**src/vsc_pkg.sv**
```systemverilog
// Constants for the vertical sync and coast control block.
// Assumes a single clock; register indices map to byte address index*4.
package vsc_pkg;
  // Register indices (byte address is four times the index)
  localparam logic [5:0] IDX_VCTL = 6'h14;
  localparam logic [5:0] IDX_VLEN = 6'h15;
  localparam logic [5:0] IDX_PRE  = 6'h16;
  localparam logic [5:0] IDX_POST = 6'h17;
  localparam logic [5:0] IDX_CCS  = 6'h18;
  localparam logic [5:0] IDX_STAT = 6'h19;
  // Vertical control fields
  localparam int VCTL_OVR     = 7;
  localparam int VCTL_SRC     = 6;
  localparam int VCTL_POVR    = 5;
  localparam int VCTL_IN_POL  = 4;
  localparam int VCTL_OUT_POL = 3;
  localparam int VCTL_FILT    = 2;
  localparam int VCTL_DUR     = 1;
  // Coast control fields
  localparam int CCS_SRC  = 7;
  localparam int CCS_POVR = 6;
  localparam int CCS_POL  = 5;
  // Reset values
  localparam logic [7:0] VCTL_RST = 8'h18;
  localparam logic [7:0] VLEN_RST = 8'h0A;
  localparam logic [7:0] PRE_RST  = 8'h00;
  localparam logic [7:0] POST_RST = 8'h00;
  localparam logic [7:0] CCS_RST  = 8'h20;
  // Timing in horizontal periods
  localparam logic [1:0]  FILT_LINES  = 2'h2;
  localparam logic [10:0] IDLE_LINES  = 11'h400;
  localparam logic [10:0] LINE_MAX    = 11'h7FF;
  // Bus responses
  localparam logic [1:0] RESP_OKAY   = 2'h0;
  localparam logic [1:0] RESP_SLVERR = 2'h2;
endpackage : vsc_pkg

```
**src/vsc_top.sv**
```systemverilog
// Vertical sync source, polarity, filter, duration and coast logic with
// an AXI4-Lite register slave. Assumes all inputs synchronous to clk and
// hsync already polarity-resolved, active high.
//
// Our own choice: the AXI4-Lite register port.

// Idle-level polarity guess: shorter level is taken as active
module vsc_pol_detect (
  input  wire logic clk,
  input  wire logic reset,
  input  wire logic ce,
  input  wire logic tick,
  input  wire logic level,
  output logic      active_high
);
  logic       level_d;
  logic [7:0] hi_len;
  logic [7:0] lo_len;
  logic [7:0] hi_last;
  logic [7:0] lo_last;

  // Run lengths per level, latched when the level ends
  always_ff @(posedge clk) begin
    if (reset) begin
      level_d <= 1'b0;
      hi_len  <= 8'h00;
      lo_len  <= 8'h00;
      hi_last <= 8'h00;
      lo_last <= 8'hFF;
    end else if (ce) begin
      level_d <= level;
      if (level != level_d) begin
        if (level_d) begin
          hi_last <= hi_len;
          hi_len  <= 8'h00;
        end else begin
          lo_last <= lo_len;
          lo_len  <= 8'h00;
        end
      end else if (tick) begin
        if (level && hi_len != 8'hFF) hi_len <= hi_len + 8'h01;
        if (!level && lo_len != 8'hFF) lo_len <= lo_len + 8'h01;
      end
    end
  end

  assign active_high = hi_last < lo_last;
endmodule : vsc_pol_detect

module vsc_top (
  input  wire logic                clk,
  input  wire logic                reset,
  input  wire logic                ce,
  input  wire logic                hsync,
  input  wire logic                vertical_sync_input_a,
  input  wire logic                vertical_sync_input_b,
  input  wire logic                vertical_pin_select,
  input  wire logic                separator_vsync,
  input  wire logic                external_coast,
  output logic                     vertical_sync_out,
  output logic                     coast_out,
  input  wire logic [7:0]          s_axi_awaddr,
  input  wire logic                s_axi_awvalid,
  output logic                     s_axi_awready,
  input  wire logic [31:0]         s_axi_wdata,
  input  wire logic [3:0]          s_axi_wstrb,
  input  wire logic                s_axi_wvalid,
  output logic                     s_axi_wready,
  output logic [1:0]               s_axi_bresp,
  output logic                     s_axi_bvalid,
  input  wire logic                s_axi_bready,
  input  wire logic [7:0]          s_axi_araddr,
  input  wire logic                s_axi_arvalid,
  output logic                     s_axi_arready,
  output logic [31:0]              s_axi_rdata,
  output logic [1:0]               s_axi_rresp,
  output logic                     s_axi_rvalid,
  input  wire logic                s_axi_rready
);
  import vsc_pkg::*;

  logic [7:0]  vctl, vlen, pre, post, ccs;
  logic        aw_hold, w_hold;
  logic [5:0]  aw_idx;
  logic [31:0] w_data;
  logic [3:0]  w_strb;
  logic        hs_d, pin_d, filt_q, filt_d, dur_act, period_ok;
  logic [10:0] pin_idle, line_cnt, period;
  logic [1:0]  filt_cnt;
  logic [7:0]  dur_cnt;

  // Horizontal tick and pin activity
  wire hs_tick   = ce & hsync & ~hs_d;
  wire pin       = vertical_pin_select ? vertical_sync_input_b : vertical_sync_input_a;
  wire pin_alive = pin_idle < IDLE_LINES;

  // Source choice: prefer the pin while it toggles
  wire auto_src = ~pin_alive;
  wire src_sel  = vctl[VCTL_OVR] ? vctl[VCTL_SRC] : auto_src;
  wire raw_vs   = src_sel ? separator_vsync : pin;

  wire vs_det_pol, co_det_pol;
  vsc_pol_detect u_vs_pol (
    .clk         (clk),
    .reset       (reset),
    .ce          (ce),
    .tick        (hs_tick),
    .level       (raw_vs),
    .active_high (vs_det_pol)
  );
  vsc_pol_detect u_co_pol (
    .clk         (clk),
    .reset       (reset),
    .ce          (ce),
    .tick        (hs_tick),
    .level       (external_coast),
    .active_high (co_det_pol)
  );

  // Polarity resolution to active high
  wire vpol    = vctl[VCTL_POVR] ? vctl[VCTL_IN_POL] : vs_det_pol;
  wire vs_act  = raw_vs ^ ~vpol;
  wire cpol    = ccs[CCS_POVR] ? ccs[CCS_POL] : co_det_pol;
  wire ext_act = external_coast ^ ~cpol;

  // Shaping and coast window
  wire filt_en   = vctl[VCTL_FILT];
  wire lead      = filt_q & ~filt_d;
  wire vs_shaped = vctl[VCTL_DUR] ? dur_act : filt_q;
  wire [11:0] pre_sum = {1'b0, line_cnt} + {4'h0, pre};
  wire pre_hit   = period_ok & (pre != 8'h00) & (pre_sum >= {1'b0, period});
  wire post_hit  = line_cnt < {3'h0, post};
  wire int_coast = pre_hit | post_hit;

  // Line counters and filter; filter waits whole lines to reject glitches
  always_ff @(posedge clk) begin
    if (reset) begin
      hs_d     <= 1'b0;
      pin_d    <= 1'b0;
      pin_idle <= LINE_MAX;
      filt_q   <= 1'b0;
      filt_d   <= 1'b0;
      filt_cnt <= 2'h0;
    end else if (ce) begin
      hs_d   <= hsync;
      pin_d  <= pin;
      filt_d <= filt_q;
      if (pin != pin_d) pin_idle <= 11'h000;
      else if (hs_tick && pin_idle != LINE_MAX) pin_idle <= pin_idle + 11'h001;
      if (!filt_en || vs_act == filt_q) begin
        filt_q   <= filt_en ? filt_q : vs_act;
        filt_cnt <= 2'h0;
      end else if (hs_tick) begin
        if (filt_cnt == FILT_LINES - 2'h1) begin
          filt_q   <= vs_act;
          filt_cnt <= 2'h0;
        end else begin
          filt_cnt <= filt_cnt + 2'h1;
        end
      end
    end
  end

  // Duration stage and frame period measurement
  always_ff @(posedge clk) begin
    if (reset) begin
      dur_act   <= 1'b0;
      dur_cnt   <= 8'h00;
      line_cnt  <= LINE_MAX;
      period    <= LINE_MAX;
      period_ok <= 1'b0;
    end else if (ce) begin
      if (lead) begin
        dur_act   <= vlen != 8'h00;
        dur_cnt   <= 8'h00;
        period    <= line_cnt;
        period_ok <= line_cnt != LINE_MAX;
        line_cnt  <= 11'h000;
      end else begin
        if (dur_act && hs_tick) begin
          dur_cnt <= dur_cnt + 8'h01;
          if (dur_cnt + 8'h01 == vlen) dur_act <= 1'b0;
        end
        if (hs_tick && line_cnt != LINE_MAX) line_cnt <= line_cnt + 11'h001;
      end
    end
  end

  // Registered pin outputs
  always_ff @(posedge clk) begin
    if (reset) begin
      vertical_sync_out <= 1'b1;
      coast_out         <= 1'b0;
    end else if (ce) begin
      vertical_sync_out <= vs_shaped ^ ~vctl[VCTL_OUT_POL];
      coast_out         <= ccs[CCS_SRC] ? ext_act : int_coast;
    end
  end

  // Bus decode; readies drop with ce so no beat is lost while frozen
  assign s_axi_awready = ce & ~aw_hold & ~s_axi_bvalid;
  assign s_axi_wready  = ce & ~w_hold & ~s_axi_bvalid;
  assign s_axi_arready = ce & ~s_axi_rvalid;
  wire do_write = ce & aw_hold & w_hold & ~s_axi_bvalid;
  wire wr_ok    = aw_idx >= IDX_VCTL && aw_idx <= IDX_CCS;
  wire wr_lane  = do_write & wr_ok & w_strb[0];
  wire [5:0] ar_idx = s_axi_araddr[7:2];
  wire [7:0] status = {1'b0, period_ok, coast_out, filt_q, pin_alive,
                       co_det_pol, vs_det_pol, src_sel};
  wire [7:0] rd_mux = (ar_idx == IDX_VCTL) ? vctl :
                      (ar_idx == IDX_VLEN) ? vlen :
                      (ar_idx == IDX_PRE)  ? pre  :
                      (ar_idx == IDX_POST) ? post :
                      (ar_idx == IDX_CCS)  ? ccs  :
                      (ar_idx == IDX_STAT) ? status : 8'h00;
  wire rd_ok = ar_idx >= IDX_VCTL && ar_idx <= IDX_STAT;

  // Write path: address and data taken in either order
  always_ff @(posedge clk) begin
    if (reset) begin
      aw_hold      <= 1'b0;
      w_hold       <= 1'b0;
      aw_idx       <= 6'h00;
      w_data       <= 32'h0000_0000;
      w_strb       <= 4'h0;
      s_axi_bvalid <= 1'b0;
      s_axi_bresp  <= RESP_OKAY;
    end else if (ce) begin
      if (s_axi_awvalid && s_axi_awready) begin
        aw_hold <= 1'b1;
        aw_idx  <= s_axi_awaddr[7:2];
      end
      if (s_axi_wvalid && s_axi_wready) begin
        w_hold <= 1'b1;
        w_data <= s_axi_wdata;
        w_strb <= s_axi_wstrb;
      end
      if (do_write) begin
        aw_hold      <= 1'b0;
        w_hold       <= 1'b0;
        s_axi_bvalid <= 1'b1;
        s_axi_bresp  <= wr_ok ? RESP_OKAY : RESP_SLVERR;
      end else if (s_axi_bready) begin
        s_axi_bvalid <= 1'b0;
      end
    end
  end

  // Register storage; status is read only
  always_ff @(posedge clk) begin
    if (reset) begin
      vctl <= VCTL_RST;
      vlen <= VLEN_RST;
      pre  <= PRE_RST;
      post <= POST_RST;
      ccs  <= CCS_RST;
    end else if (wr_lane) begin
      if (aw_idx == IDX_VCTL) vctl <= {w_data[7:1], 1'b0};
      if (aw_idx == IDX_VLEN) vlen <= w_data[7:0];
      if (aw_idx == IDX_PRE)  pre  <= w_data[7:0];
      if (aw_idx == IDX_POST) post <= w_data[7:0];
      if (aw_idx == IDX_CCS)  ccs  <= w_data[7:0];
    end
  end

  // Read path, one cycle after the address is taken
  always_ff @(posedge clk) begin
    if (reset) begin
      s_axi_rvalid <= 1'b0;
      s_axi_rdata  <= 32'h0000_0000;
      s_axi_rresp  <= RESP_OKAY;
    end else if (ce) begin
      if (s_axi_arvalid && s_axi_arready) begin
        s_axi_rvalid <= 1'b1;
        s_axi_rdata  <= {24'h00_0000, rd_mux};
        s_axi_rresp  <= rd_ok ? RESP_OKAY : RESP_SLVERR;
      end else if (s_axi_rready) begin
        s_axi_rvalid <= 1'b0;
      end
    end
  end

  src_force_a: assert property (@(posedge clk) disable iff (reset)
    vctl[VCTL_OVR] |-> raw_vs == (vctl[VCTL_SRC] ? separator_vsync : pin))
    else $error("forced source not followed");
  src_auto_a: assert property (@(posedge clk) disable iff (reset)
    (!vctl[VCTL_OVR] && pin_alive) |-> raw_vs == pin)
    else $error("live pin not chosen");
  in_pol_a: assert property (@(posedge clk) disable iff (reset)
    vctl[VCTL_POVR] |-> vs_act == (raw_vs ~^ vctl[VCTL_IN_POL]))
    else $error("input polarity wrong");
  out_pol_a: assert property (@(posedge clk) disable iff (reset)
    (ce && !reset) |=> vertical_sync_out == ($past(vs_shaped) ~^ $past(vctl[VCTL_OUT_POL])))
    else $error("output polarity wrong");
  filt_tick_a: assert property (@(posedge clk) disable iff (reset)
    (filt_en && $past(filt_en) && filt_q != $past(filt_q)) |-> $past(hs_tick))
    else $error("filter moved off a line tick");
  dur_start_a: assert property (@(posedge clk) disable iff (reset)
    (ce && lead && vlen != 8'h00) |=> dur_act && dur_cnt == 8'h00)
    else $error("duration did not start");
  dur_end_a: assert property (@(posedge clk) disable iff (reset)
    (ce && !lead && dur_act && hs_tick && dur_cnt == vlen - 8'h01) |=> !dur_act)
    else $error("duration did not end at count");
  coast_sel_a: assert property (@(posedge clk) disable iff (reset)
    ce |=> coast_out == ($past(ccs[CCS_SRC]) ? $past(ext_act) : $past(int_coast)))
    else $error("coast source wrong");
  coast_pol_a: assert property (@(posedge clk) disable iff (reset)
    ccs[CCS_POVR] |-> ext_act == (external_coast ~^ ccs[CCS_POL]))
    else $error("coast polarity wrong");
  post_win_a: assert property (@(posedge clk) disable iff (reset)
    (ce && lead && post != 8'h00) |=> int_coast)
    else $error("post coast missing after edge");
endmodule : vsc_top

```
**config.mk**
```make
export PLATFORM = sky130hd
export DESIGN_NAME = vsc_top
export DESIGN_NICKNAME = d
export VERILOG_FILES = /design/src/vsc_pkg.sv /design/src/vsc_top.sv
export SDC_FILE = /design/constraint.sdc
export NUM_CORES = 1
export LEC_CHECK = 0
export BUFFER_PORTS_ARGS = -buffer_cell sky130_fd_sc_hd__buf_2
export CAP_MARGIN = 30
export CELL_PAD_IN_SITES_DETAIL_PLACEMENT = 1
export CELL_PAD_IN_SITES_GLOBAL_PLACEMENT = 1
export CORE_MARGIN = 1.5
export CORE_UTILIZATION = 48
export DETAILED_ROUTE_END_ITERATION = 10
export PLACE_DENSITY_LB_ADDON = 0.1
export REMOVE_ABC_BUFFERS = 1
export SYNTH_ARGS = -nofsm -noshare
export SYNTH_HDL_FRONTEND = slang
export SYNTH_SLANG_ARGS = --single-unit
```
**constraint.sdc**
```tcl
create_clock -name clk -period 5.5 [get_ports clk]
set_clock_uncertainty 0.15 [all_clocks]
set_input_delay 0.275 -clock clk [delete_from_list [all_inputs] [get_ports clk]]
set_output_delay 0.275 -clock clk [all_outputs]
set_load 0.02 [all_outputs]
```
==> results.cfg, run 1 <==
[worst_setup_path]
cp_max_fo = 7
worstSetupStartpointType = register
cp.required_ns = 5.62
slowest_stage = a2111oi_0
cpPeakStageDelay_ns = 0.64
worstSetupPathType = reg -> reg
crit_chain = ha_1, fa_1, a21o_1, a21oi_1, nor2b_1, o21ai_0, a21oi_1, nand3_1, xnor2_1, ha_1, a2111oi_0, a311oi_1, a2111oi_0, o32ai_1
crit_path_end_kind = register
crit_arrival_ns = 4.11

[global_routing]
grt_max_degree = 122
first_global_vias = 7685
grt_pass1_wl_um = 39500
antenna_found_initial = 0
track_usage_pct = 24.7
grt.overflow.total = 0

[power]
ir_drop_mv = 0.196
p_int_uw = 2190
swShare_pct = 27.7
comb_power_share_pct = 13.0
power_per_cell_area_nw_per_um2 = 289
p_leak_uw = 0.00424
p_sw_uw = 839
power_frac_clock_pct = 38.9
pwr-share-seq_pct = 48.1

[floorplan]
core_area_um2 = 19300
row_count = 51
die_w_um = 143
die_h_um = 143
die-area_um2 = 20500
pin_count = 109
floorplan.initialDensity_pct = 48.7

[detailed_routing]
drc_errors = 0
vias = 7700
wl_per_cell_um = 17.3
wl_um = 24300
postRouteAntennaNets = 0
dr.pass1.iters = 6
via_per_inst = 5.51
first_iter_violations = 317

[timing]
setup_viol = 0
maxSlewViolCount = 0
hold_violations = 0
worst_pin_slew_ns = 0.944
tns_ns = 0
worst_slack_ns = 1.52
fin_crit_sh_pct = 72.4
slew_headroom_pct = 36.6
max_freq_mhz = 251
fin_crit_ns = 3.98
rsz0062_at_grt = no

[hold_path]
hp-class = in -> reg

[synth]
netlist_area_um2 = 9420
synth-edff-count = 0
synth_seq_cells = 185
synth.distinct_cells = 77
ys_seq_area_share_pct = 39.3
synthArstFlopShare_pct = 0
syn_inst = 1075
avgSynthCellArea_um2 = 8.77
ys.flop_type = dfxtp_1
synth_warnings = 0

[final_layout]
drive_gt1_share_pct = 9.44
fill_cells = 2289
final_common_cell = dfxtp_1
area_growth_pct = 11.4
n_antenna_cell = 0
final_cell_mix = dfxtp_1, nor2_1, nand2_1, mux2i_1, a21oi_1
nets = 1236
top_regs = line_cnt (11), period (11), pin_idle (11)

[cts]
clk_pin_slew_ns = 0.07
root_buffer = clkbuf_16
cts_buffers = 17
cts_max_level = 4
clock_sinks = 185
clock_path_buffers = 2
cts_setup_buffers = 0
cts_tree = yes
clock_latency_ns = 0.43

[placement]
hpwl_um = 17000
pre_cts_ws_ns = 1.56
io_buffer_count = 51
gp_congestion = 0.872

[run]
drv_cap = 0

[outcome]
outcome = finished, final reports clean
## synthesized netlist by cell type (6+ instances only)
master / number / share of area [%]
dfxtp_1: 185 / 39
nor2_1: 149 / 5.9
nand2_1: 89 / 3.5
mux2i_1: 62 / 6.6
a21oi_1: 57 / 3.0
ha_1: 47 / 6.2
inv_1: 41 / 1.6
clkbuf_1: 36 / 1.4
a211o_1: 35 / 3.3
xnor2_1: 35 / 3.3
nand3_1: 31 / 1.6
xor2_1: 28 / 2.6
buf_4: 27 / 2.2
nor3_1: 27 / 1.4
o21ai_0: 23 / 1.2
nand2b_1: 19 / 1.3
a21o_1: 17 / 1.4
nand4_1: 17 / 1.1
nor2b_1: 15 / 1.0
and3_1: 10 / 0.66
a211oi_1: 8 / 0.64
and2_1: 8 / 0.53
o21a_1: 8 / 0.64
or3_1: 7 / 0.46
o21ai_1: 6 / 0.32
## path summary, 6_finish.rpt
path | start | end | slack [ns] | depth (start not counted)
max | line_cnt[0]$_SDFFE_PP1P_ | coast_out$_SDFFE_PP0P_ | 1.52 | 14
min reg2reg | s_axi_rdata[6]$_SDFFE_PP0P_ | s_axi_rdata[6]$_SDFFE_PP0P_ | 0.31 | 2
min | s_axi_bready | s_axi_bvalid$_SDFFE_PP0P_ | 0.04 | 4
max reg2reg | line_cnt[0]$_SDFFE_PP1P_ | coast_out$_SDFFE_PP0P_ | 1.52 | 14
## layer usage
| layer | routed length, um | part of all wire (%) | vias to the layer above | GRT usage (%) |
|---|---|---|---|---|
| met3 | 689 | 2.8 | 26 | 4.56 |
| met5 | 0 | 0 | - | 0 |
| li1 | - | - | 3796 | - |
| met2 | 11800 | 48 | 112 | 42.2 |
| met1 | 11400 | 47 | 3766 | 31.8 |
| met4 | 396 | 1.6 | 0 | 6.95 |
## power groups by stage
stage | registers [uW] | clock network [uW] | logic, uW
3_5_place_dp | 1490 | 0 | 382
3_3_place_gp | 1480 | 0 | 371
4_1_cts | 1460 | 1200 | 397
2_1_floorplan | 1470 | 0 | 266
6_report | 1460 | 1180 | 393
5_1_grt | 1470 | 1260 | 443
## worst max-delay path: cells and delay by family, from the launching register on
family | cells | cell delay [ns]
compound gates | 8 | 2.16
xor+xnor | 1 | 0.07
flops | 1 | 0.39
simple gates | 2 | 0.20
fa+ha+maj | 3 | 0.86
## through the flow
step           instances  cell area, um2  utilization (%)  hold slack, ns  power (uW)
2_1_floorplan       1029            9140                -           0.194        1730
3_3_place_gp        1350            9770             50.5           0.287        1850
3_5_place_dp        1350            9770             50.5           0.298        1870
4_1_cts             1397           10500             54.2          0.0288        3060
5_1_grt             1398           10500             54.3          0.0637        3170
6_report            1398           10500             54.3          0.0414        3030
## cell type report
class                      instances  area (um2)  area share [%]
multi-input combinational        802        5280            50.3
clock buffer                      21         450            4.29
timing repair buffer              74         483            4.60
inverter                          42         158            1.50
clock inverter                     9        92.6           0.882
sequential                       185        3700            35.3
tap                              265         332            3.16
## cell families after synthesis
logic type	Yosys count	synth area share, %
compound gates	196	14.7
xor+xnor	64	6.09
fa+ha+maj	48	6.45
buf+inv	113	5.72
flops	185	39.3
mux	66	7.10
other cells	1	0.0398
simple gates	402	20.6
## what timing repair did
item,in CTS,in global routing
hold endpoints to repair,17,0
hold buffers,17,0
endpoints found under the setup margin,0,0
resized for setup,0,0
No activity file was read; power rests on OpenSTA's default activity.
==> run 2: changes to the inputs <==
Settings changed: CORE_UTILIZATION 48 to 45.
Clock period 5.5 ns to 3.9 ns, I/O delays scaled along.
==> results.cfg, run 2 (same netlist as run 1, synthesis figures left out) <==
[hold_path]
hp-class = in -> reg
worstHoldStart = vertical_sync_input_a
hold-path-endpoint = pin_d$_SDFFE_PP0P_
holdPathStages = 3

[floorplan]
die_h_um = 148
row_count = 52
core_area_um2 = 20400
die-area_um2 = 21800
die_w_um = 148
floorplan.initialDensity_pct = 46.3
pin_count = 109

[timing]
setup_viol = 0
maxSlewViolCount = 0
slew_headroom_pct = 34.5
tns_ns = 0
fin_crit_ns = 3.59
fin_crit_sh_pct = 92.1
holdWs_ns = 0.101
rsz0062_at_grt = no
worst_pin_slew_ns = 0.979
max_freq_mhz = 278
hold_violations = 0

[final_layout]
final_common_cell = dfxtp_1
drive_gt1_share_pct = 10.2
area_growth_pct = 12.3
top_regs = line_cnt (11), period (11), pin_idle (11)
final_cell_mix = dfxtp_1, nor2_1, nand2_1, mux2i_1, a21oi_1
n_antenna_cell = 0
nets = 1243

[worst_setup_path]
crit_path_end_kind = register
crit_arrival_ns = 3.78
cp.required_ns = 4.08
timing.rr.start = pre[0]$_SDFFE_PP0P_
cp_max_fo = 4
worstSetupStartpointType = register
startpoint = pre[0]$_SDFFE_PP0P_
r2r_slack_ns = 0.31
reg2reg_to = coast_out$_SDFFE_PP0P_
worstSetupPathType = reg -> reg
ff2ff_path_depth = 14

[global_routing]
grt_max_degree = 122
grt.overflow.total = 0
track_usage_pct = 23.1
first_global_vias = 7765
antenna_found_initial = 0
grt_pass1_wl_um = 40400

[detailed_routing]
vias = 7739
wl_um = 24600
dr.pass1.iters = 4
postRouteAntennaNets = 0
drc_errors = 0
via_per_inst = 5.48
first_iter_violations = 344
wl_per_cell_um = 17.4

[placement]
hpwl_um = 17400
io_buffer_count = 51
gp_congestion = 0.832

[cts]
root_buffer = clkbuf_16
cts_tree = yes
clock_path_buffers = 2
clk_pin_slew_ns = 0.07
cts_buffers = 17
clock_latency_ns = 0.43
clock_sinks = 185
cts_max_level = 4

[run]
drv_cap = 0

[power]
p_leak_uw = 0.00428
power_per_cell_area_nw_per_um2 = 406
ir_drop_mv = 0.247

[outcome]
outcome = finished, final reports clean
## run 2: critical path: stages (launching register included)
cell and delay (ns):
dfxtp_1 0.34, ha_1 0.23, fa_1 0.41, a21o_1 0.17
a21oi_1 0.23, nor2b_1 0.08, o21ai_1 0.17, and2_1 0.16
xnor2_1 0.07, ha_1 0.29, nand4_1 0.07, or3_1 0.39
a311oi_1 0.39, a2111oi_2 0.10, o32ai_1 0.26
## run 2: repair_timing
| action | CTS | global route |
|---|---|---|
| hold buffers | 19 | 0 |
| hold endpoints to repair | 20 | 0 |
| buffers inserted | 0 | 0 |
| resized for setup | 0 | 5 |
| setup endpoints to repair | 0 | 1 |
## run 2: routing by layer
| metal | GRT usage, % | share of wire (%) | vias to the layer above |
|---|---|---|---|
| met5 | 0 | 0 | - |
| met4 | 5.50 | 1.3 | 0 |
| met3 | 4.51 | 3.0 | 20 |
| met2 | 37.8 | 47 | 103 |
| met1 | 31.5 | 49 | 3800 |
| li1 | - | - | 3816 |
## run 2: area by class of cell
cell class / count / area [um2]
clock buffers: 23 / 488
clock inverters: 8 / 60.1
fillers: 2468 / 9780
inverters: 42 / 158
multi-input cells: 802 / 5290
flip-flops and latches: 185 / 3700
well taps: 270 / 338
repair buffers: 81 / 547
## run 2: through the flow
stage               cells  util, %  total power [uW]  cell area, um2  setup WS (ns)
finish               1411     52.0              4290           10600          0.307
detailed placement   1361     48.3              2660            9830          0.197
CTS                  1411     51.9              4320           10600          0.200
global placement     1361     48.3              2640            9830          0.283
floorplan            1029        -              2440            9140          0.664
global route         1411     52.0              4480           10600         0.0375
## run 2: report_power, final
group,total [uW],switching [uW],internal (uW)
logic,593,350,243
registers,2040,78.7,1960
clock network,1660,769,889
total,4290,1200,3090
## run 2: worst max-delay path by stage
stage | endpoint | cells past startpoint
floorplan | coast_out$_SDFFE_PP0P_ | 14
global placement | coast_out$_SDFFE_PP0P_ | 14
detailed placement | coast_out$_SDFFE_PP0P_ | 15
CTS | coast_out$_SDFFE_PP0P_ | 13
global route | coast_out$_SDFFE_PP0P_ | 14
finish | coast_out$_SDFFE_PP0P_ | 14
==> run 3: changes to the inputs <==
Settings changed: CORE_MARGIN 1.5 to not set, CTS_BUF_LIST set to sky130_fd_sc_hd__clkbuf_16.
==> results.cfg, run 3 (same netlist as run 1, synthesis figures left out) <==
[outcome]
outcome = finished, final reports clean

[global_routing]
grt.overflow.total = 0
grt_max_degree = 103
antenna_found_initial = 0
grt_pass1_wl_um = 40900
track_usage_pct = 23.9
first_global_vias = 7832

[worst_setup_path]
crit_path_end_kind = register
ff2ff_path_depth = 15
r2r_slack_ns = 0.25
crit_arrival_ns = 3.78
worstSetupStartpointType = register
cp_max_fo = 4
worstSetupPathType = reg -> reg
cp.required_ns = 4.03
reg2reg_to = coast_out$_SDFFE_PP0P_
timing.rr.start = pre[0]$_SDFFE_PP0P_

[detailed_routing]
postRouteAntennaNets = 0
first_iter_violations = 392
wl_um = 25000
wl_per_cell_um = 17.7
via_per_inst = 5.45
vias = 7703
dr.pass1.iters = 5
drc_errors = 0

[timing]
worst_pin_slew_ns = 0.931
hold_violations = 0
fin_crit_ns = 3.65
tns_ns = 0
max_freq_mhz = 274
setup_viol = 0
fin_crit_sh_pct = 93.7
maxSlewViolCount = 0
rsz0062_at_grt = no
slew_headroom_pct = 37.5

[cts]
clock_sinks = 185
clk_pin_slew_ns = 0.07
cts_max_level = 4
root_buffer = clkbuf_16
cts_buffers = 17
cts_tree = yes
cts_setup_buffers = 0
clock_path_buffers = 2
clock_latency_ns = 0.44

[floorplan]
floorplan.initialDensity_pct = 46.3
row_count = 52
core_area_um2 = 20400
die_h_um = 147
pin_count = 109
die-area_um2 = 21500
die_w_um = 147

[power]
comb_power_share_pct = 14.0
swShare_pct = 28.7
pwr-share-seq_pct = 48.3
p_sw_uw = 1210
ir_drop_mv = 0.247
finalPower_uw = 4230
p_leak_uw = 0.00427
power_per_cell_area_nw_per_um2 = 400
power_frac_clock_pct = 37.7
p_int_uw = 3020

[final_layout]
multi_input_area_um2 = 5300
fill_cells = 2390
final_common_cell = dfxtp_1
nets = 1244
n_antenna_cell = 0
area_growth_pct = 12.1
top_regs = line_cnt (11), period (11), pin_idle (11)
final_cell_mix = dfxtp_1, nor2_1, nand2_1, mux2i_1, a21oi_1
register_area_um2 = 3700
fin_util_pct = 51.9
drive_gt1_share_pct = 10.2

[placement]
gp_congestion = 0.856
hpwl_um = 17700
io_buffer_count = 51

[hold_path]
hp-class = in -> reg
worstHoldStart = ce
holdPathStages = 3
hold-path-endpoint = hs_d$_SDFFE_PP0P_

[run]
drv_cap = 0
[run 3: cell count changes in the layout (fill, tap and decap cells not counted), moves of 2 or more]
| cell | delta |
|---|---|
| clkinv_4 | +2 |
| clkbuf_8 | -4 |
| clkinv_1 | +5 |
| buf_4 | +2 |
| clkbuf_1 | -2 |
[run 3: area by class of cell]
class,count,area share [%]
clock buffer,17,4.03
tap,270,3.20
sequential,185,35.1
timing repair buffer,82,5.13
multi-input combinational,802,50.2
clock inverter,15,0.935
inverter,42,1.49
[run 3: worst max path at each step]
stage / startpoint / to / slack, ns / depth (start not counted)
final: pre[0]$_SDFFE_PP0P_ / coast_out$_SDFFE_PP0P_ / 0.25 / 15
after global routing: pre[0]$_SDFFE_PP0P_ / coast_out$_SDFFE_PP0P_ / 0.03 / 15
after CTS: pre[0]$_SDFFE_PP0P_ / coast_out$_SDFFE_PP0P_ / 0.18 / 15
after detailed placement: pre[0]$_SDFFE_PP0P_ / coast_out$_SDFFE_PP0P_ / 0.18 / 15
after global placement: pre[0]$_SDFFE_PP0P_ / coast_out$_SDFFE_PP0P_ / 0.26 / 14
after floorplan: line_cnt[0]$_SDFFE_PP1P_ / coast_out$_SDFFE_PP0P_ / 0.66 / 14
[run 3: worst max-delay path: stages (launching register included)]
cell and delay (ns):
dfxtp_1 0.35, ha_1 0.24, fa_1 0.42, a21o_1 0.18, a21oi_1 0.21, nor2b_1 0.07
o21ai_0 0.20, a21oi_1 0.14, xor2_1 0.16, ha_1 0.28, o21ai_0 0.20, nand2b_1 0.10
a21oi_1 0.20, a311oi_2 0.09, a2111oi_2 0.36, o32ai_1 0.15
[run 3: stage by stage]
| stage | cells | setup slack [ns] | hold slack (ns) | instance area, um2 |
|---|---|---|---|---|
| after floorplan | 1029 | 0.664 | 0.114 | 9140 |
| after global placement | 1362 | 0.263 | 0.278 | 9830 |
| after detailed placement | 1362 | 0.178 | 0.291 | 9830 |
| after CTS | 1413 | 0.176 | 0.0144 | 10500 |
| after global routing | 1413 | 0.0311 | 0.0367 | 10600 |
| final | 1413 | 0.246 | 0.0279 | 10600 |
[run 3: routing by layer]
| metal | share of wire, % | global-route usage, % | up-vias |
|---|---|---|---|
| li1 | - | - | 3816 |
| met1 | 47 | 32.1 | 3736 |
| met2 | 48 | 39.8 | 132 |
| met3 | 3.9 | 4.10 | 19 |
| met4 | 1.1 | 5.68 | 0 |
| met5 | 0 | 0 | - |
[run 3: power by group through the flow]
stage,logic [uW],registers [uW],clock network [uW]
after floorplan,376,2070,0
after global placement,554,2080,0
after detailed placement,570,2090,0
after CTS,591,2040,1640
after global routing,664,2050,1710
final,593,2040,1590
[run 3: timing repair]
item,in CTS,in global routing
hold endpoints to repair,20,0
resized for setup,0,6
hold buffers,19,0
endpoints found under the setup margin,0,1
